`config.mk`:
```
export PLATFORM = sky130hd
export DESIGN_NAME = dgp_port
export DESIGN_NICKNAME = d
export VERILOG_FILES = /design/src/dgp_pkg.sv /design/src/dgp_pin_bank.sv /design/src/dgp_port.sv
export SDC_FILE = /design/constraint.sdc
export NUM_CORES = 1
export LEC_CHECK = 0
export ABC_AREA = 1
export BUFFER_PORTS_ARGS = -buffer_cell sky130_fd_sc_hd__clkbuf_2
export CORE_ASPECT_RATIO = 0.7
export CORE_MARGIN = 2
export CORE_UTILIZATION = 46
export CTS_CLUSTER_DIAMETER = 100
export DETAILED_ROUTE_END_ITERATION = 12
export PLACE_DENSITY_LB_ADDON = 0.15
export SLEW_MARGIN = 10
export SYNTH_ARGS = -nofsm -noshare
export SYNTH_HDL_FRONTEND = slang
export SYNTH_SLANG_ARGS = --single-unit
```
`constraint.sdc`:
```
create_clock -name clk_sys -period 2.3 [get_ports clk_sys]
set_input_delay 0.115 -clock clk_sys [delete_from_list [all_inputs] [get_ports clk_sys]]
set_output_delay 0.115 -clock clk_sys [all_outputs]
set_load 0.005 [all_outputs]
```
`src/dgp_pkg.sv`:
```
// ****************************************************************
// Shared constants for the dual general purpose port
// ****************************************************************
package dgp_pkg;

	// ****************************************************************
	// Register indices; byte address is four times the index
	// ****************************************************************
	localparam logic [5:0] IDX_A_LATCH      = 6'h00; // port_a_latch
	localparam logic [5:0] IDX_B_LATCH      = 6'h01; // port_b_latch
	localparam logic [5:0] IDX_A_DIRECTION  = 6'h04; // port_a_direction
	localparam logic [5:0] IDX_B_DIR_SLEW   = 6'h05; // port_b_direction_slew
	localparam logic [5:0] IDX_A_PULLUP     = 6'h10; // port_a_pullup_enable
	localparam logic [5:0] IDX_B_PULLUP     = 6'h11; // port_b_pullup_enable
	localparam logic [5:0] IDX_IRQ_STATUS   = 6'h20; // Sticky event flags
	localparam logic [5:0] IDX_IRQ_MASK     = 6'h21; // Event enables
	localparam logic [5:0] IDX_CONVERTER    = 6'h22; // Analog channel control

	// ****************
	// Widths
	// ****************
	localparam int WIDE_PINS   = 8; // Eight-bit port
	localparam int NARROW_PINS = 5; // Five-bit port
	localparam int EVENT_BITS  = 3; // Interrupt status width

	// ****************
	// Field positions
	// ****************
	localparam int SLOW_UPPER_A_BIT = 7; // slow_edge_enable_upper_a
	localparam int SLOW_ALL_B_BIT   = 6; // slow_edge_enable_all_b
	localparam int EVT_MAIN_BIT     = 0; // Main external interrupt request rose
	localparam int EVT_SECOND_BIT   = 1; // Second external interrupt request rose
	localparam int EVT_CAPTURE_BIT  = 2; // Capture input changed
	localparam int CONV_ON_BIT      = 0; // converter_power_on
	localparam int CONV_CH4_BIT     = 1; // analog_channel_four selected
	localparam int CONV_CH5_BIT     = 2; // analog_channel_five selected
	localparam int CH4_PIN          = 3; // narrow_port_pin_three
	localparam int CH5_PIN          = 4; // narrow_port_pin_four

	// ****************************************************************
	// Reset values and bus answers
	// ****************************************************************
	localparam logic [7:0] RST_BYTE  = 8'h00;
	localparam logic [1:0] RESP_OKAY = 2'b00;
	localparam logic [1:0] RESP_SLV  = 2'b10;

endpackage : dgp_pkg

```
`src/dgp_pin_bank.sv`:
```
`timescale 1ns/1ps
`default_nettype none
// One port worth of pin cells: sampling, pad drive and read-back
module dgp_pin_bank #(
	parameter int WIDTH = 8
) (
	input  wire logic             clk_sys,
	input  wire logic             rst,
	input  wire logic [WIDTH-1:0] pinIn,        // Pad level
	input  wire logic [WIDTH-1:0] latchVal,     // Output latch
	input  wire logic [WIDTH-1:0] dirVal,       // Stored direction bits
	input  wire logic [WIDTH-1:0] pullVal,      // Stored pull-up enables
	input  wire logic [WIDTH-1:0] analogForce,  // Pins taken by the converter
	output logic      [WIDTH-1:0] sampled,      // Registered pad level
	output logic      [WIDTH-1:0] effDir,       // Direction after analog forcing
	output logic      [WIDTH-1:0] readVal,      // Value seen by a register read
	output logic      [WIDTH-1:0] padOut,       // Pad output level
	output logic      [WIDTH-1:0] padOutEn_n,   // Low while the pad is driven
	output logic      [WIDTH-1:0] padPullUp     // Pull-up resistor switch
);

	// ****************************************************************
	// State
	// ****************************************************************
	typedef struct packed {
		logic [WIDTH-1:0] smp; // Pad sample
	} dgp_bank_t;

	dgp_bank_t state;      // Registered state
	dgp_bank_t next_state; // Next value

	// sample pins synchronously
	always_comb begin
		next_state     = state;
		next_state.smp = pinIn;
	end

	// Sample register; starts at the idle-high pin level so that
	// no false request or capture edge follows reset
	always_ff @(posedge clk_sys or posedge rst) begin
		if (rst) begin
			state <= '1;
		end else begin
			state <= next_state;
		end
	end

	assign sampled = state.smp;

	// converter forces input
	assign effDir = dirVal & ~analogForce;

	// outputs read latch
	assign readVal = (effDir & latchVal) | (~effDir & state.smp);

	// four pin configurations
	// one means output
	// Open drain only sinks: the pull-up supplies the high level
	assign padOut     = latchVal & ~pullVal;
	assign padOutEn_n = ~(effDir & (~pullVal | ~latchVal));

	// pull-up off when analog
	assign padPullUp = pullVal & ~analogForce;

endmodule : dgp_pin_bank
`default_nettype wire

```
`src/dgp_port.sv`:
```
// Decided for this implementation: register access over AXI4-Lite.
`timescale 1ns/1ps
`default_nettype none
// Function
// eight-bit port, latch 0x00, direction 0x04
// five-bit port, latch 0x01, direction 0x05
// reset keeps latches, clears directions
// direction one output, zero input
// eight-bit pull-ups written at 0x10
// five-bit pull-ups written at 0x11
// pull-up and direction select pin mode
// bit 7 slows top eight-bit pins
// bit 6 slows all five-bit pins
// slow edge leaves pin mode alone
// output pins read their latch
// interrupt routes blocked on output pins
// capture input low while pin outputs
// analog select forces input, no pull-up
// pins sampled, latches written on clock
module dgp_port #(
	parameter int ADDR_W = 8 // Byte address width of the slave
) (
	input  wire logic              clk_sys,
	input  wire logic              rst,
	// AXI4-Lite slave
	input  wire logic [ADDR_W-1:0] s_axi_awaddr,
	input  wire logic              s_axi_awvalid,
	output logic                   s_axi_awready,
	input  wire logic [31:0]       s_axi_wdata,
	input  wire logic [3:0]        s_axi_wstrb,
	input  wire logic              s_axi_wvalid,
	output logic                   s_axi_wready,
	output logic [1:0]             s_axi_bresp,
	output logic                   s_axi_bvalid,
	input  wire logic              s_axi_bready,
	input  wire logic [ADDR_W-1:0] s_axi_araddr,
	input  wire logic              s_axi_arvalid,
	output logic                   s_axi_arready,
	output logic [31:0]            s_axi_rdata,
	output logic [1:0]             s_axi_rresp,
	output logic                   s_axi_rvalid,
	input  wire logic              s_axi_rready,
	// Eight-bit port pads
	input  wire logic [7:0]        wideIn,
	output logic      [7:0]        wideOut,
	output logic      [7:0]        wideOutEn_n,
	output logic      [7:0]        widePullUp,
	output logic      [1:0]        wideSlowEdge,
	// Five-bit port pads
	input  wire logic [4:0]        narrowIn,
	output logic      [4:0]        narrowOut,
	output logic      [4:0]        narrowOutEn_n,
	output logic      [4:0]        narrowPullUp,
	output logic      [4:0]        narrowSlowEdge,
	// Shared functions
	output logic                   mainExtIrqReq,
	output logic                   secondExtIrqReq,
	output logic                   captureIn,
	output logic                   converterPowerOn,
	output logic                   irq
);

	localparam int WA = dgp_pkg::WIDE_PINS;
	localparam int NB = dgp_pkg::NARROW_PINS;
	localparam int EV = dgp_pkg::EVENT_BITS;

	// ****************
	// State
	// ****************
	typedef struct packed {
		logic [WA-1:0] latchA;     // port_a_latch
		logic [NB-1:0] latchB;     // port_b_latch
		logic [WA-1:0] dirA;       // port_a_direction
		logic [NB-1:0] dirB;       // Direction part of port_b_direction_slew
		logic          slowA;      // slow_edge_enable_upper_a
		logic          slowB;      // slow_edge_enable_all_b
		logic [WA-1:0] pullA;      // port_a_pullup_enable
		logic [NB-1:0] pullB;      // port_b_pullup_enable
		logic [EV-1:0] irqStatus;  // Sticky events
		logic [EV-1:0] irqMask;    // Event enables
		logic [2:0]    convCtrl;   // Converter power and channel selects
		logic          awHeld;     // Write address captured
		logic [5:0]    awIdx;      // Captured write index
		logic          wHeld;      // Write data captured
		logic [7:0]    wData;      // Captured low byte
		logic          wLane0;     // Low byte lane enabled
		logic          bValid;     // Write answer pending
		logic [1:0]    bResp;      // Write answer code
		logic          rValid;     // Read answer pending
		logic [7:0]    rData;      // Read byte
		logic [1:0]    rResp;      // Read answer code
		logic          prevMain;   // Last main request level
		logic          prevSecond; // Last second request level
		logic          prevCap;    // Last capture input level
	} dgp_state_t;

	dgp_state_t state;      // Registered state
	dgp_state_t next_state; // Next value

	// ****************
	// Helpers
	// ****************
	// Word index from a byte address; low two bits ignored
	function automatic logic [5:0] dgp_index(input logic [ADDR_W-1:0] addr);
		dgp_index = addr[7:2];
	endfunction : dgp_index

	// True when the index names a register
	function automatic logic dgp_mapped(input logic [5:0] idx);
		dgp_mapped = (idx == dgp_pkg::IDX_A_LATCH)     || (idx == dgp_pkg::IDX_B_LATCH)
			|| (idx == dgp_pkg::IDX_A_DIRECTION) || (idx == dgp_pkg::IDX_B_DIR_SLEW)
			|| (idx == dgp_pkg::IDX_A_PULLUP)    || (idx == dgp_pkg::IDX_B_PULLUP)
			|| (idx == dgp_pkg::IDX_IRQ_STATUS)  || (idx == dgp_pkg::IDX_IRQ_MASK)
			|| (idx == dgp_pkg::IDX_CONVERTER);
	endfunction : dgp_mapped

	// ****************
	// Pin banks
	// ****************
	logic [WA-1:0] smpA;      // Sampled wide pins
	logic [WA-1:0] effDirA;   // Wide direction in force
	logic [WA-1:0] readA;     // Wide read-back
	logic [NB-1:0] smpB;      // Sampled narrow pins
	logic [NB-1:0] effDirB;   // Narrow direction in force
	logic [NB-1:0] readB;     // Narrow read-back
	logic [NB-1:0] forceB;    // Narrow pins taken by the converter

	// selected channels with converter on
	always_comb begin
		forceB = '0;
		forceB[dgp_pkg::CH4_PIN] = state.convCtrl[dgp_pkg::CONV_ON_BIT]
			& state.convCtrl[dgp_pkg::CONV_CH4_BIT];
		forceB[dgp_pkg::CH5_PIN] = state.convCtrl[dgp_pkg::CONV_ON_BIT]
			& state.convCtrl[dgp_pkg::CONV_CH5_BIT];
	end

	// eight-bit pin bank
	dgp_pin_bank #(
		.WIDTH(WA)
	) u_bank_a (
		.clk_sys    (clk_sys),
		.rst        (rst),
		.pinIn      (wideIn),
		.latchVal   (state.latchA),
		.dirVal     (state.dirA),
		.pullVal    (state.pullA),
		.analogForce('0),
		.sampled    (smpA),
		.effDir     (effDirA),
		.readVal    (readA),
		.padOut     (wideOut),
		.padOutEn_n (wideOutEn_n),
		.padPullUp  (widePullUp)
	);

	// five-bit pin bank
	dgp_pin_bank #(
		.WIDTH(NB)
	) u_bank_b (
		.clk_sys    (clk_sys),
		.rst        (rst),
		.pinIn      (narrowIn),
		.latchVal   (state.latchB),
		.dirVal     (state.dirB),
		.pullVal    (state.pullB),
		.analogForce(forceB),
		.sampled    (smpB),
		.effDir     (effDirB),
		.readVal    (readB),
		.padOut     (narrowOut),
		.padOutEn_n (narrowOutEn_n),
		.padPullUp  (narrowPullUp)
	);

	// ****************
	// Shared pin functions
	// ****************
	// route gated by direction
	// Requests are active high for a pin pulled low while it is an input
	assign mainExtIrqReq   = |(~smpA[3:0] & ~effDirA[3:0]);
	assign secondExtIrqReq = ~smpA[4] & ~effDirA[4];

	// capture low on output pin
	assign captureIn = smpB[0] & ~effDirB[0];

	// slow top two pins
	// separate from pin mode
	assign wideSlowEdge   = {2{state.slowA}};
	// slow all narrow pins
	assign narrowSlowEdge = {NB{state.slowB}};

	assign converterPowerOn = state.convCtrl[dgp_pkg::CONV_ON_BIT];

	// ****************
	// Read multiplexer
	// ****************
	logic [5:0] rdIdx;  // Index of the read being taken
	logic [7:0] rdByte; // Byte it returns

	// Pull-up registers are write only and read as zero
	always_comb begin
		rdIdx  = dgp_index(s_axi_araddr);
		rdByte = '0;
		unique case (rdIdx)
			dgp_pkg::IDX_A_LATCH:     rdByte = readA;
			dgp_pkg::IDX_B_LATCH:     rdByte = {3'b000, readB};
			dgp_pkg::IDX_A_DIRECTION: rdByte = state.dirA;
			// Stored direction is shown, not the converter override
			dgp_pkg::IDX_B_DIR_SLEW:  rdByte = {state.slowA, state.slowB, 1'b0, state.dirB};
			dgp_pkg::IDX_IRQ_STATUS:  rdByte = {5'b0_0000, state.irqStatus};
			dgp_pkg::IDX_IRQ_MASK:    rdByte = {5'b0_0000, state.irqMask};
			dgp_pkg::IDX_CONVERTER:   rdByte = {5'b0_0000, state.convCtrl};
			default:                  rdByte = '0;
		endcase
	end

	// ****************
	// Next state
	// ****************
	logic          doWrite; // Address and data both captured
	logic [EV-1:0] events;  // Events seen this cycle
	logic [EV-1:0] w1c;     // Status bits software clears

	always_comb begin
		next_state = state;
		doWrite    = state.awHeld && state.wHeld && !state.bValid;
		w1c        = '0;
		events     = '0;

		// Capture write address and data in either order
		if (s_axi_awvalid && !state.awHeld) begin
			next_state.awHeld = 1'b1;
			next_state.awIdx  = dgp_index(s_axi_awaddr);
		end
		if (s_axi_wvalid && !state.wHeld) begin
			next_state.wHeld  = 1'b1;
			next_state.wData  = s_axi_wdata[7:0];
			next_state.wLane0 = s_axi_wstrb[0];
		end

		// latch on write completion
		if (doWrite) begin
			next_state.awHeld = 1'b0;
			next_state.wHeld  = 1'b0;
			next_state.bValid = 1'b1;
			next_state.bResp  = dgp_mapped(state.awIdx) ? dgp_pkg::RESP_OKAY
				: dgp_pkg::RESP_SLV;
			// Only the low lane carries register bits
			if (state.wLane0) begin
				unique case (state.awIdx)
					dgp_pkg::IDX_A_LATCH:     next_state.latchA = state.wData;
					dgp_pkg::IDX_B_LATCH:     next_state.latchB = state.wData[NB-1:0];
					dgp_pkg::IDX_A_DIRECTION: next_state.dirA   = state.wData;
					dgp_pkg::IDX_B_DIR_SLEW: begin
						next_state.dirB  = state.wData[NB-1:0];
						next_state.slowA = state.wData[dgp_pkg::SLOW_UPPER_A_BIT];
						next_state.slowB = state.wData[dgp_pkg::SLOW_ALL_B_BIT];
					end
					// wide pull-ups
					dgp_pkg::IDX_A_PULLUP:    next_state.pullA = state.wData;
					// narrow pull-ups
					dgp_pkg::IDX_B_PULLUP:    next_state.pullB = state.wData[NB-1:0];
					dgp_pkg::IDX_IRQ_STATUS:  w1c = state.wData[EV-1:0];
					dgp_pkg::IDX_IRQ_MASK:    next_state.irqMask = state.wData[EV-1:0];
					dgp_pkg::IDX_CONVERTER:   next_state.convCtrl = state.wData[2:0];
					default:                  next_state.bResp = dgp_pkg::RESP_SLV;
				endcase
			end
		end

		// Write answer stands until the master takes it
		if (state.bValid && s_axi_bready) begin
			next_state.bValid = 1'b0;
		end

		// Read answer one cycle after the address is taken
		if (s_axi_arvalid && !state.rValid) begin
			next_state.rValid = 1'b1;
			next_state.rData  = rdByte;
			next_state.rResp  = dgp_mapped(rdIdx) ? dgp_pkg::RESP_OKAY : dgp_pkg::RESP_SLV;
		end else if (state.rValid && s_axi_rready) begin
			next_state.rValid = 1'b0;
		end

		// Rising request or capture change raises an event
		events[dgp_pkg::EVT_MAIN_BIT]    = mainExtIrqReq & ~state.prevMain;
		events[dgp_pkg::EVT_SECOND_BIT]  = secondExtIrqReq & ~state.prevSecond;
		events[dgp_pkg::EVT_CAPTURE_BIT] = captureIn ^ state.prevCap;
		next_state.prevMain   = mainExtIrqReq;
		next_state.prevSecond = secondExtIrqReq;
		next_state.prevCap    = captureIn;

		// A new event beats a clear in the same cycle
		next_state.irqStatus = (state.irqStatus & ~w1c) | events;
	end

	// ****************
	// State register
	// ****************
	// Latches have no reset so their contents ride through a reset
	always_ff @(posedge clk_sys or posedge rst) begin
		if (rst) begin
			// directions cleared, latches kept
			state.dirA       <= dgp_pkg::RST_BYTE;
			state.dirB       <= '0;
			state.slowA      <= 1'b0;
			state.slowB      <= 1'b0;
			state.pullA      <= dgp_pkg::RST_BYTE;
			state.pullB      <= '0;
			state.irqStatus  <= '0;
			state.irqMask    <= '0;
			state.convCtrl   <= '0;
			state.awHeld     <= 1'b0;
			state.awIdx      <= '0;
			state.wHeld      <= 1'b0;
			state.wData      <= dgp_pkg::RST_BYTE;
			state.wLane0     <= 1'b0;
			state.bValid     <= 1'b0;
			state.bResp      <= dgp_pkg::RESP_OKAY;
			state.rValid     <= 1'b0;
			state.rData      <= dgp_pkg::RST_BYTE;
			state.rResp      <= dgp_pkg::RESP_OKAY;
			state.prevMain   <= 1'b0;
			state.prevSecond <= 1'b0;
			state.prevCap    <= 1'b1; // Matches the idle-high pin sample
		end else begin
			state <= next_state;
		end
	end

	// ****************
	// Bus outputs and interrupt
	// ****************
	assign s_axi_awready = !state.awHeld;
	assign s_axi_wready  = !state.wHeld;
	assign s_axi_bvalid  = state.bValid;
	assign s_axi_bresp   = state.bResp;
	assign s_axi_arready = !state.rValid;
	assign s_axi_rvalid  = state.rValid;
	assign s_axi_rdata   = {24'h00_0000, state.rData};
	assign s_axi_rresp   = state.rResp;

	// Level output while any unmasked flag stands
	assign irq = |(state.irqStatus & state.irqMask);

endmodule : dgp_port
`default_nettype wire

```
**Yosys cells after proc, flatten, opt, wreduce, memory -nomap -nowiden**

Cells that the tools add are included.

- Eq/ne operators: 16
- Mux-type cells: 16
- Bitwise gates (word level): 43
- Reduce and logical (&&, ||, !) cells: 44

Operators with widths:

| kind | count |
|---|---|
| 8-bit case mux with 7 select lines | 1 |
| 6-bit equality test (second input constant) | 6 |
| 8-bit AND | 4 |
| 8-bit inverter | 4 |
| 5-bit AND | 6 |
| 5-bit inverter | 5 |
| 6-bit by 3-bit equality test with 1-bit output (second input constant) | 4 |
| 6-bit by 5-bit equality test with 1-bit output (second input constant) | 4 |
| 3-bit AND reduction | 6 |
| 1-bit logical OR | 16 |
| 8-bit bitwise OR | 2 |
| 6-bit by 1-bit equality test with 1-bit output (second input constant) | 2 |
| 6-bit logical NOT | 2 |
| 3-bit two-way mux | 4 |
| 10-bit two-way mux | 1 |
| 5-bit bitwise OR | 2 |
| 9-bit OR reduction | 1 |
| 2-bit two-way mux | 4 |
| 4-bit inverter | 2 |
| 4-bit AND reduction | 2 |
| 2-bit nonzero test | 4 |
| 1-bit logical AND | 7 |
| 7-bit two-way mux | 1 |
| 1-bit AND | 6 |
| 10 further kinds | 23 |

- Flip-flop bits (word level): 97
- Input bits: 72
- Output and inout port bits: 92
- Logic and storage cells: 145

**Longest topological paths before layout**

Gate-level depths: netlist of the first run.

- Depth in word-level cells: 14
- Depth in mapped cells: 9

**Cells and area by module**

A second synthesis of the first run with hierarchy kept.

- Cell total of the unflattened synthesis: 608
- Area, all modules: 4,926.0 µm²

Modules (own cells, without submodules):

| module | instances | cells an instance | area each (µm²) | sequential area each (µm²) |
|---|---|---|---|---|
| dgp_port | 1 | 437 | 3,926.3 | 2,118.3 |
| dgp_pin_bank (u_bank_a) | 1 | 105 | 614.3 | 210.2 |
| dgp_pin_bank (u_bank_b) | 1 | 66 | 385.4 | 131.4 |

**Worst setup path after synthesis of the first run**

Ideal clock, no wire load.

- Path kind: input to register
- Start point: in rst
- End point: reg state[76] (netlist name), enable pin
- Arrival time: 2.735 ns
- Required time: 1.917 ns
- Path slack: -0.819 ns
- Stages: 3
- Path buffers: 0
- Path through: inv_1 nand3_1 nor3_1

- Cells in the longest elaborated chain, start to end: 2

RTL lines:

| element | line | source |
|---|---|---|
| from (decl) | dgp_port.sv:24 | `input wire logic rst,` |
| 1-bit inverter (no line) | -- |  |
| 4-bit AND reduction (no line) | -- |  |
| to (signal assigned) | dgp_port.sv:327 | `state <= next_state;` |
| to (decl) | dgp_port.sv:97 | `dgp_state_t state;` |

Every way passes these cells.
A chain may end at the register's enable or synchronous reset.

**Final worst setup path of the first run**

- Start point: reg state[28] (netlist name)
- End point: reg state[74] (netlist name), enable pin

- Cells in the longest elaborated chain, start to end: 2

RTL lines:

| element | line | source |
|---|---|---|
| 6-bit by 1-bit equality test with 1-bit output | dgp_port.sv:250 | `unique case (state.awIdx)` |
| 4-bit AND reduction (no line) | -- |  |

Every way passes these cells.

==> impl_metrics.tcl, run 1 <==
set metrics [dict create \
    worst_ep_required_time_ns 2.29 \
    cts_sinks 95 \
    drive_gt1_share_pct 29.1 \
    cpMaxStageDelayCell "dfrtp_1" \
    critPathKind "reg -> reg" \
    combPwrFrac_pct 24.8 \
    cp_cell_sequence "inv_1 > nand2_1 > nor2_1 > nand2_1 > nor2_1" \
    yosys-top-cells-area "dfrtp_1 35%, nand2_1 10%, buf_4 8.4%" \
    power_frac_seq_pct 46.3 \
    fin_nets 721 \
    grt_antenna_before_repair 0 \
    cp-end-kind "flop" \
    syn_to_final_growth_pct 17.2 \
    worstMarginPinSlew_ns 0.644 \
    cts_setup_buffers 0 \
    start_util_pct 46.9 \
    cp-start-kind "flop" \
    max_stage_delay_ns 0.41 \
    fin_setup_tns_ns 0 \
    drtIter0Drc 259 \
    pwr-share-clk_pct 28.9 \
    portBuffers 106 \
    coreArea_mm2 0.0102 \
    root_buffer "clkbuf_16" \
    htree_levels 3 \
    maxCapViolCount 0 \
    yosys_warnings 0 \
    ir_drop_mv 0.396 \
    p_int_mw 3.34 \
    met3_usage_pct 4.85 \
    hold_class "in -> reg" \
    clockBufferDepth 2 \
    p_leak_nw 2.85 \
    yosys.area.top_type "dfrtp_1" \
    cts_hold_buf 16 \
    drv_slew 0 \
    finalHoldViolations 0 \
    status "complete, no violations" \
    fin_skew_ns 0.00948 \
    fin_util_pct 55.0 \
    gr-max-usage-layer "met1" \
    cts_buffers 9 \
    wl_per_cell_um 14.2 \
    rrSetupSlack_ns 0.62 \
    rsz0062_at_grt "false" \
    switching_share_pct 35.1 \
    arrival_ns 1.67 \
    track_usage_pct 20.8 \
    clk_pin_slew_worst_paths_ns 0.07 \
    syn-cell-area_mm2 0.00480 \
    antenna_cells 0 \
    clkLatencyLatePin_ns 0.34 \
    via_count 3811 \
    syn_inst 548 \
    fin_crit_ns 1.68 \
    ant_nets 0 \
    cts_tree "done" \
    finalSetupViolCount 0 \
    die_area_mm2 0.0113 \
    grt_pass1_vias 3575 \
    ios 164 \
    grt_start_max_net_pins 83 \
    yosysTopAreaCellShare_pct 35.4 \
    power_density_mw_per_mm2 915 \
    use_met2_pct 30.1 \
    die_h_um 89.5 \
    viasPerCell 4.85 \
    synth-seq-area-share_pct 51.2 \
    grtUsageMet1_pct 31.4 \
    rows 31 \
    relSlewSlack_pct 57.0 \
    post-route-period-util_pct 73.2 \
    place_congestion 0.838 \
    net-switching-power_mw 1.81 \
    fp.dieW_um 126 \
    grt_pass1_wl_um 18200 \
    wl_um 11100 \
    ys_seq_elements 95 \
    fillers 959 \
    dr.pass1.iters 6 \
    hpwl_um 8260 \
    cp_max_fo 5 \
    ys_types 36 \
    drc_errors 0 \
    max_clock_freq_ghz 0.594 \
    cts.repair.resized 0 \
    avgSynthCellArea_um2 8.77 \
    gr-total-overflow 0 \
]
-- layout by cell type (no fill, tap or decap), types with 2 or more instances in the layout --
cell           instances
o21ai_2               17
a21oi_1               22
nand4_1               10
nand2_1              131
nand3_1               27
conb_1                26
nor2_8                 2
edfxtp_1              13
o21ai_1               13
or2_2                  4
nor2_2                 6
clkbuf_16             10
dfrtp_1               68
dlygate4sd3_1         16
inv_2                  5
inv_1                 50
nand2_2                5
nand2_4                2
nor2_1                63
dfstp_2               14
nor2_4                 6
o21ai_0               16
clkbuf_2             106
inv_6                  3
inv_4                  2
a21boi_0               2
-- routing by layer --
layer,routed length (µm),up-vias
li1,-,1882
met1,5470,1767
met2,4670,152
met3,890,10
met4,100,0
met5,0,-
-- area by class of cell --
class                      instances  area (µm²)  area share, %
clock buffer                      11         254           4.51
multi-input combinational        361        1770           31.4
clock inverter                     5        43.8          0.778
timing repair buffer             124         718           12.8
tap                              132         165           2.93
sequential                        95        2460           43.7
inverter                          58         224           3.98
-- cell families (layout without fill, tap and decap cells) --
family / after synthesis / count (layout) / share of synthesized area [%]
DFF: 95 / 95 / 51.2
AOI/OAI and AO/OA: 73 / 73 / 9.22
and+or+nand+nor: 261 / 261 / 25.3
buffers and inverters: 117 / 198 / 14.0
other: 1 / 26 / 0.0781
xor gates and xnor gates: 1 / 1 / 0.182
-- state kept, by name, summed over array words and instances (netlist names) --
| name | count |
|---|---|
| u_bank_a.sampled | 8 |
| state | 67 |
| converterPowerOn | 1 |
| s_axi_bresp | 1 |
| s_axi_rresp | 1 |
| narrowSlowEdge | 1 |
| wideSlowEdge | 1 |
| u_bank_b.sampled | 5 |
| s_axi_bvalid | 1 |
| s_axi_rdata | 8 |
| s_axi_rvalid | 1 |
-- through the flow --
stage	instances	hold WS, ns	total power, mW	worst slack, ns	instance area [µm²]
6_report	786	0.0141	5.15	0.616	5630
3_3_place_gp	754	0.203	3.64	0.652	5170
3_5_place_dp	754	0.204	3.68	0.624	5170
2_1_floorplan	573	0.119	3.28	0.104	4900
5_1_grt	786	0.0201	5.50	0.425	5630
4_1_cts	786	0.00291	5.20	0.599	5630
-- critical path: cells and delay by family, from the launching register on --
family	cells	cell delay, ns
simple gates	4	0.86
buf+inv	1	0.08
flops	1	0.41
-- cells in the mapped netlist (all sizes together) --
cell type	number
a21boi	2
a21oi	22
a22o	1
a22oi	1
buf	59
clkinv	1
conb	1
dfrtp	68
dfstp	14
edfxtp	13
inv	57
nand2	138
nand3	29
nand4	12
nor2	77
nor3	1
o21ai	46
o31ai	1
or2	4
xor2	1
-- power groups by stage --
stage	sequential, mW	combinational, mW	clock (mW)
after global routing	2.44	1.47	1.59
after detailed placement	2.41	1.27	0
after floorplan	2.31	0.968	0
after global placement	2.40	1.24	0
after CTS	2.38	1.30	1.52
final	2.38	1.28	1.49
-- path summary, 6_finish.rpt --
kind | start | to | cells past startpoint
setup / recovery | state[28]$_DFFE_PP0P_ | state[74]$_DFFE_PP_ | 5
max in group asynchronous | rst | u_bank_a.sampled[5]$_DFF_PP1_ | 4
hold reg to reg | state[1]$_DFF_PP0_ | state[41]$_DFF_PP0_ | 1
setup reg to reg | state[28]$_DFFE_PP0P_ | state[74]$_DFFE_PP_ | 5
min in group asynchronous | rst | state[58]$_DFFE_PP0P_ | 4
hold / removal | s_axi_wdata[6] | state[24]$_DFFE_PP0P_ | 3
No activity file was read; power rests on OpenSTA's default activity.
==> run 2: changes to the inputs <==
clock period = 1.5 ns   (was 2.3 ns; I/O delays follow)
==> impl_metrics.tcl, run 2 (same netlist as run 1, synthesis figures left out) <==
set metrics [dict create \
    status "finished with violations" \
    violations "setup timing" \
    final_common_cell "nand2_1" \
    track_usage_pct 21.0 \
    maxCapViolCount 0 \
    gr-max-usage-layer "met1" \
    clkLatencyLatePin_ns 0.36 \
    stdcell_area_mm2 0.00601 \
    ant_nets 0 \
    grt_pass1_vias 3517 \
    drv_slew 0 \
    crit_family "simple AND/OR/NAND/NOR gates" \
    viasPerCell 4.82 \
    cts_buffers 9 \
    power_density_mw_per_mm2 1350 \
    place_congestion 0.893 \
    finalSetupViolCount 1 \
    via_count 3970 \
    start_util_pct 46.9 \
    p_leak_nw 3.03 \
    max_stage_delay_ns 0.46 \
    die_area_mm2 0.0113 \
    coreArea_mm2 0.0102 \
    grt_pass1_wl_um 18100 \
    worst_ep_required_time_ns 1.77 \
    critPathKind "reg -> reg" \
    antenna_cells 0 \
    cp_cell_sequence "nor2_1 > nand4_2 > nor2_4 > buf_4 > nand2_1 > o21ai_1" \
    hold_class "in -> reg" \
    root_buffer "clkbuf_16" \
    use_met2_pct 30.5 \
    clk_pin_slew_worst_paths_ns 0.07 \
    portBuffers 106 \
    die_h_um 89.5 \
    fin_crit_ns 1.50 \
    max_clock_freq_ghz 0.666 \
    dr.pass1.iters 5 \
    clockBufferDepth 2 \
    cts_tree "done" \
    regMostFlops "state" \
    critPathBufInv 1 \
    fin_nets 758 \
    hpwl_um 8370 \
    worst_slack_ns -0.00157 \
    grt_antenna_before_repair 0 \
    post-route-period-util_pct 100 \
    grt_start_max_net_pins 83 \
    drtIter0Drc 297 \
    cp-start-kind "flop" \
    cp-end-kind "flop" \
    holdWs_ns 0.0994 \
    arrival_ns 1.78 \
    met3_usage_pct 5.98 \
    rows 31 \
    drc_errors 0 \
    rrSetupSlack_ns -0.002 \
    grtUsageMet1_pct 31.2 \
    largest_reg_flops 67 \
    cp_max_fo 5 \
    htree_levels 3 \
    fp.dieW_um 126 \
    rsz0062_at_grt "true" \
    fillers 924 \
    wl_per_cell_um 14.3 \
    placedInstanceArea_mm2 0.00527 \
    ios 164 \
    layout_common_cells "130 x nand2_1, 106 x clkbuf_2, 65 x dfrtp_1, 62 x nor2_1, 49 x inv_1" \
    drive_gt1_share_pct 32.3 \
    fin_util_pct 58.7 \
    finalHoldViolations 0 \
    fin_skew_ns 0.00848 \
    gr-total-overflow 0 \
    cts_sinks 95 \
    register_area_mm2 0.00246 \
    wl_um 11800 \
    fin_setup_tns_ns -0.00157 \
    cpMaxStageDelayCell "dfrtp_2" \
    ir_drop_mv 0.775 \
    syn_to_final_growth_pct 25.0 \
    multi_input_area_mm2 0.00183 \
]
## run 2: layout make-up
cell class / count / area share (%)
sequential: 95 / 41.0
multi-input combinational: 362 / 30.5
timing repair buffer: 160 / 17.4
clock buffer: 10 / 3.81
inverter: 58 / 3.73
tap: 132 / 2.75
clock inverter: 6 / 0.854
## run 2: what timing repair did
action / 4_1_cts / 5_1_grt
setup endpoints to repair: 3 / 39
setup buffers: 1 / 10
pin swaps: 1 / 2
hold endpoints to repair: 98 / 0
resized for setup: 3 / 14
hold buffers: 31 / 0
cloned: 0 / 1
## run 2: worst paths after layout
| kind | from | end | depth (start not counted) |
|---|---|---|---|
| setup / recovery | state[32]$_DFFE_PP0P_ | state[64]$_DFFE_PP0P_ | 6 |
| hold / removal | s_axi_araddr[3] | s_axi_rresp[1]$_DFFE_PP0P_ | 5 |
| setup reg to reg | state[32]$_DFFE_PP0P_ | state[64]$_DFFE_PP0P_ | 6 |
| hold reg to reg | state[1]$_DFF_PP0_ | state[41]$_DFF_PP0_ | 1 |
| max in group asynchronous | rst | u_bank_b.sampled[3]$_DFF_PP1_ | 4 |
| min in group asynchronous | rst | state[42]$_DFF_PP0_ | 4 |
## run 2: routing by layer
metal,vias to the layer above,routed length (µm)
li1,1939,-
met1,1884,5760
met2,138,5150
met3,9,735
met4,0,124
met5,-,0
## run 2: power by group
group / internal [mW] / switching [mW]
clock network: 1.16 / 1.05
logic: 0.877 / 1.37
registers: 3.17 / 0.506
## run 2: worst register-to-register path, stage by stage, from the launching register on
cell     delay (ns)
dfrtp_2        0.46
nor2_1         0.20
nand4_2        0.28
nor2_4         0.19
buf_4          0.15
nand2_1        0.05
o21ai_1        0.09
## run 2: metrics by stage
step / instances / worst slack, ns / power [mW]
6_report: 823 / -0.00157 / 8.13
4_1_cts: 812 / -0.00685 / 8.01
2_1_floorplan: 573 / -0.412 / 5.03
3_3_place_gp: 764 / 0.0626 / 5.66
3_5_place_dp: 764 / 0.0237 / 5.72
5_1_grt: 823 / -0.0701 / 8.66
==> run 3: changes to the inputs <==
CORE_ASPECT_RATIO = unset   (was 0.7)
PLACE_DENSITY = 0.79   (was unset)
PLACE_DENSITY_LB_ADDON = unset   (was 0.15)
==> impl_metrics.tcl, run 3 (same netlist as run 1, synthesis figures left out) <==
set metrics [dict create \
    drc_errors 0 \
    fin_util_pct 57.1 \
    cp_cell_sequence "inv_1 > nand2_1 > nor2_2 > nand2_1 > nor2_1 > buf_4" \
    drv_slew 0 \
    syn_to_final_growth_pct 21.6 \
    htree_levels 3 \
    cts_tree "done" \
    cp-end-kind "flop" \
    critPathKind "reg -> reg" \
    grt_pass1_vias 3966 \
    antenna_cells 0 \
    cts_buffers 9 \
    finalSetupViolCount 0 \
    hold_end "s_axi_rresp[1]$_DFFE_PP0P_" \
    holdCritStartpoint "s_axi_araddr[3]" \
    gr-total-overflow 0 \
    finalHoldViolations 0 \
    worstRegToRegCells 6 \
    wl_um 11400 \
    cts_sinks 95 \
    wl_per_cell_um 13.9 \
    grt_start_max_net_pins 83 \
    root_buffer "clkbuf_8" \
    drive_gt1_share_pct 31.6 \
    via_count 4030 \
    max_stage_delay_ns 0.41 \
    final_common_cell "nand2_1" \
    ir_drop_mv 0.880 \
    rrSetupSlack_ns 0.04 \
    cp-start-kind "flop" \
    arrival_ns 1.52 \
    grt_pass1_wl_um 18800 \
    hold_class "in -> reg" \
    track_usage_pct 20.9 \
    post-route-period-util_pct 97.2 \
    holdWs_ns 0.100 \
    die_area_mm2 0.0113 \
    fin_setup_tns_ns 0 \
    hpwl_um 8250 \
    coreArea_mm2 0.0102 \
    power_density_mw_per_mm2 1260 \
    viasPerCell 4.90 \
    fin_skew_ns 0.0144 \
    rr_endpoint "state[72]$_DFFE_PP_" \
    dp_cells 768 \
    clkLatencyLatePin_ns 0.36 \
    clk_pin_slew_worst_paths_ns 0.09 \
    fin_nets 754 \
    cp_max_fo 5 \
    dpl_worst_slack_ns 0.0118 \
    cpMaxStageDelayCell "dfrtp_1" \
    grtUsageMet1_pct 27.6 \
    place_congestion 0.886 \
    dr.pass1.iters 5 \
    regMostFlops "state" \
    fillers 903 \
    rows 37 \
    fp.dieW_um 106 \
    status "complete, no violations" \
    worst_slack_ns 0.0419 \
    r2r_start "state[28]$_DFFE_PP0P_" \
    portBuffers 106 \
    ios 164 \
    path_common_cell "nand2_1" \
    max_clock_freq_ghz 0.686 \
    ant_nets 0 \
    use_met2_pct 35.3 \
    gr-max-usage-layer "met2" \
    p_leak_nw 2.95 \
    finalNonFillerCells 823 \
    critPathBufInv 2 \
    hold_depth 5 \
    largest_reg_flops 67 \
    clockBufferDepth 2 \
    drtIter0Drc 274 \
    met3_usage_pct 2.64 \
    die_h_um 106 \
    maxCapViolCount 0 \
    worst_ep_required_time_ns 1.56 \
    crit_family "simple AND/OR/NAND/NOR gates" \
    start_util_pct 47.0 \
    layout_common_cells "130 x nand2_1, 106 x clkbuf_2, 67 x dfrtp_1, 60 x nor2_1, 49 x inv_1" \
    fin_crit_ns 1.46 \
    grt_antenna_before_repair 0 \
]
-- run 3: cell type report --
class / instances / area [µm²] / area share (%)
Clock buffer: 9 / 124 / 2.12
Clock inverter: 7 / 47.5 / 0.814
Inverter: 58 / 224 / 3.83
Multi-Input combinational cell: 361 / 1800 / 30.7
Sequential cell: 95 / 2460 / 42.1
Tap cell: 136 / 170 / 2.91
Timing Repair Buffer: 157 / 1020 / 17.5
-- run 3: worst max-delay path by stage --
stage	startpoint	slack, ns	to	cells past startpoint
3_3_place_gp	s_axi_bvalid$_DFFE_PP0P_	0.05	state[81]$_DFFE_PP_	6
5_1_grt	state[28]$_DFFE_PP0P_	-0.02	state[72]$_DFFE_PP_	6
3_5_place_dp	s_axi_bvalid$_DFFE_PP0P_	0.01	state[81]$_DFFE_PP_	6
6_report	state[28]$_DFFE_PP0P_	0.04	state[72]$_DFFE_PP_	6
4_1_cts	s_axi_bvalid$_DFFE_PP0P_	0.007	state[80]$_DFFE_PP_	6
2_1_floorplan	rst	-0.41	state[71]$_DFFE_PP_	3
-- run 3: tightest hold or removal path, stage by stage --
cell	delay, ns
clkbuf_2	0.12
nand2_1	0.07
nand2_1	0.05
nand4_1	0.06
nand2_1	0.05
-- run 3: per-stage QoR --
step           instance area [µm²]  power [mW]
5_1_grt                       5840        7.80
3_5_place_dp                  5260        5.71
3_3_place_gp                  5260        5.60
2_1_floorplan                 4910        5.03
4_1_cts                       5760        7.27
6_report                      5840        7.34
-- run 3: power breakdown --
part	total, mW	internal (mW)	switching (mW)
Sequential	3.65	3.16	0.493
Combinational	2.19	0.851	1.34
Clock	1.49	0.603	0.891
-- run 3: what timing repair did --
action / CTS / global route
resized for setup: 3 / 8
hold buffers: 31 / 0
pin swaps: 2 / 2
hold endpoints to repair: 98 / 0
setup endpoints to repair: 7 / 46
setup buffers: 2 / 6
-- run 3: layer usage --
metal | share of wire (%) | vias up | wire length (µm)
met2 | 49 | 161 | 5580
met3 | 5.8 | 27 | 662
met4 | 2.6 | 0 | 296
met1 | 43 | 1916 | 4860
li1 | - | 1926 | -
met5 | 0 | - | 0
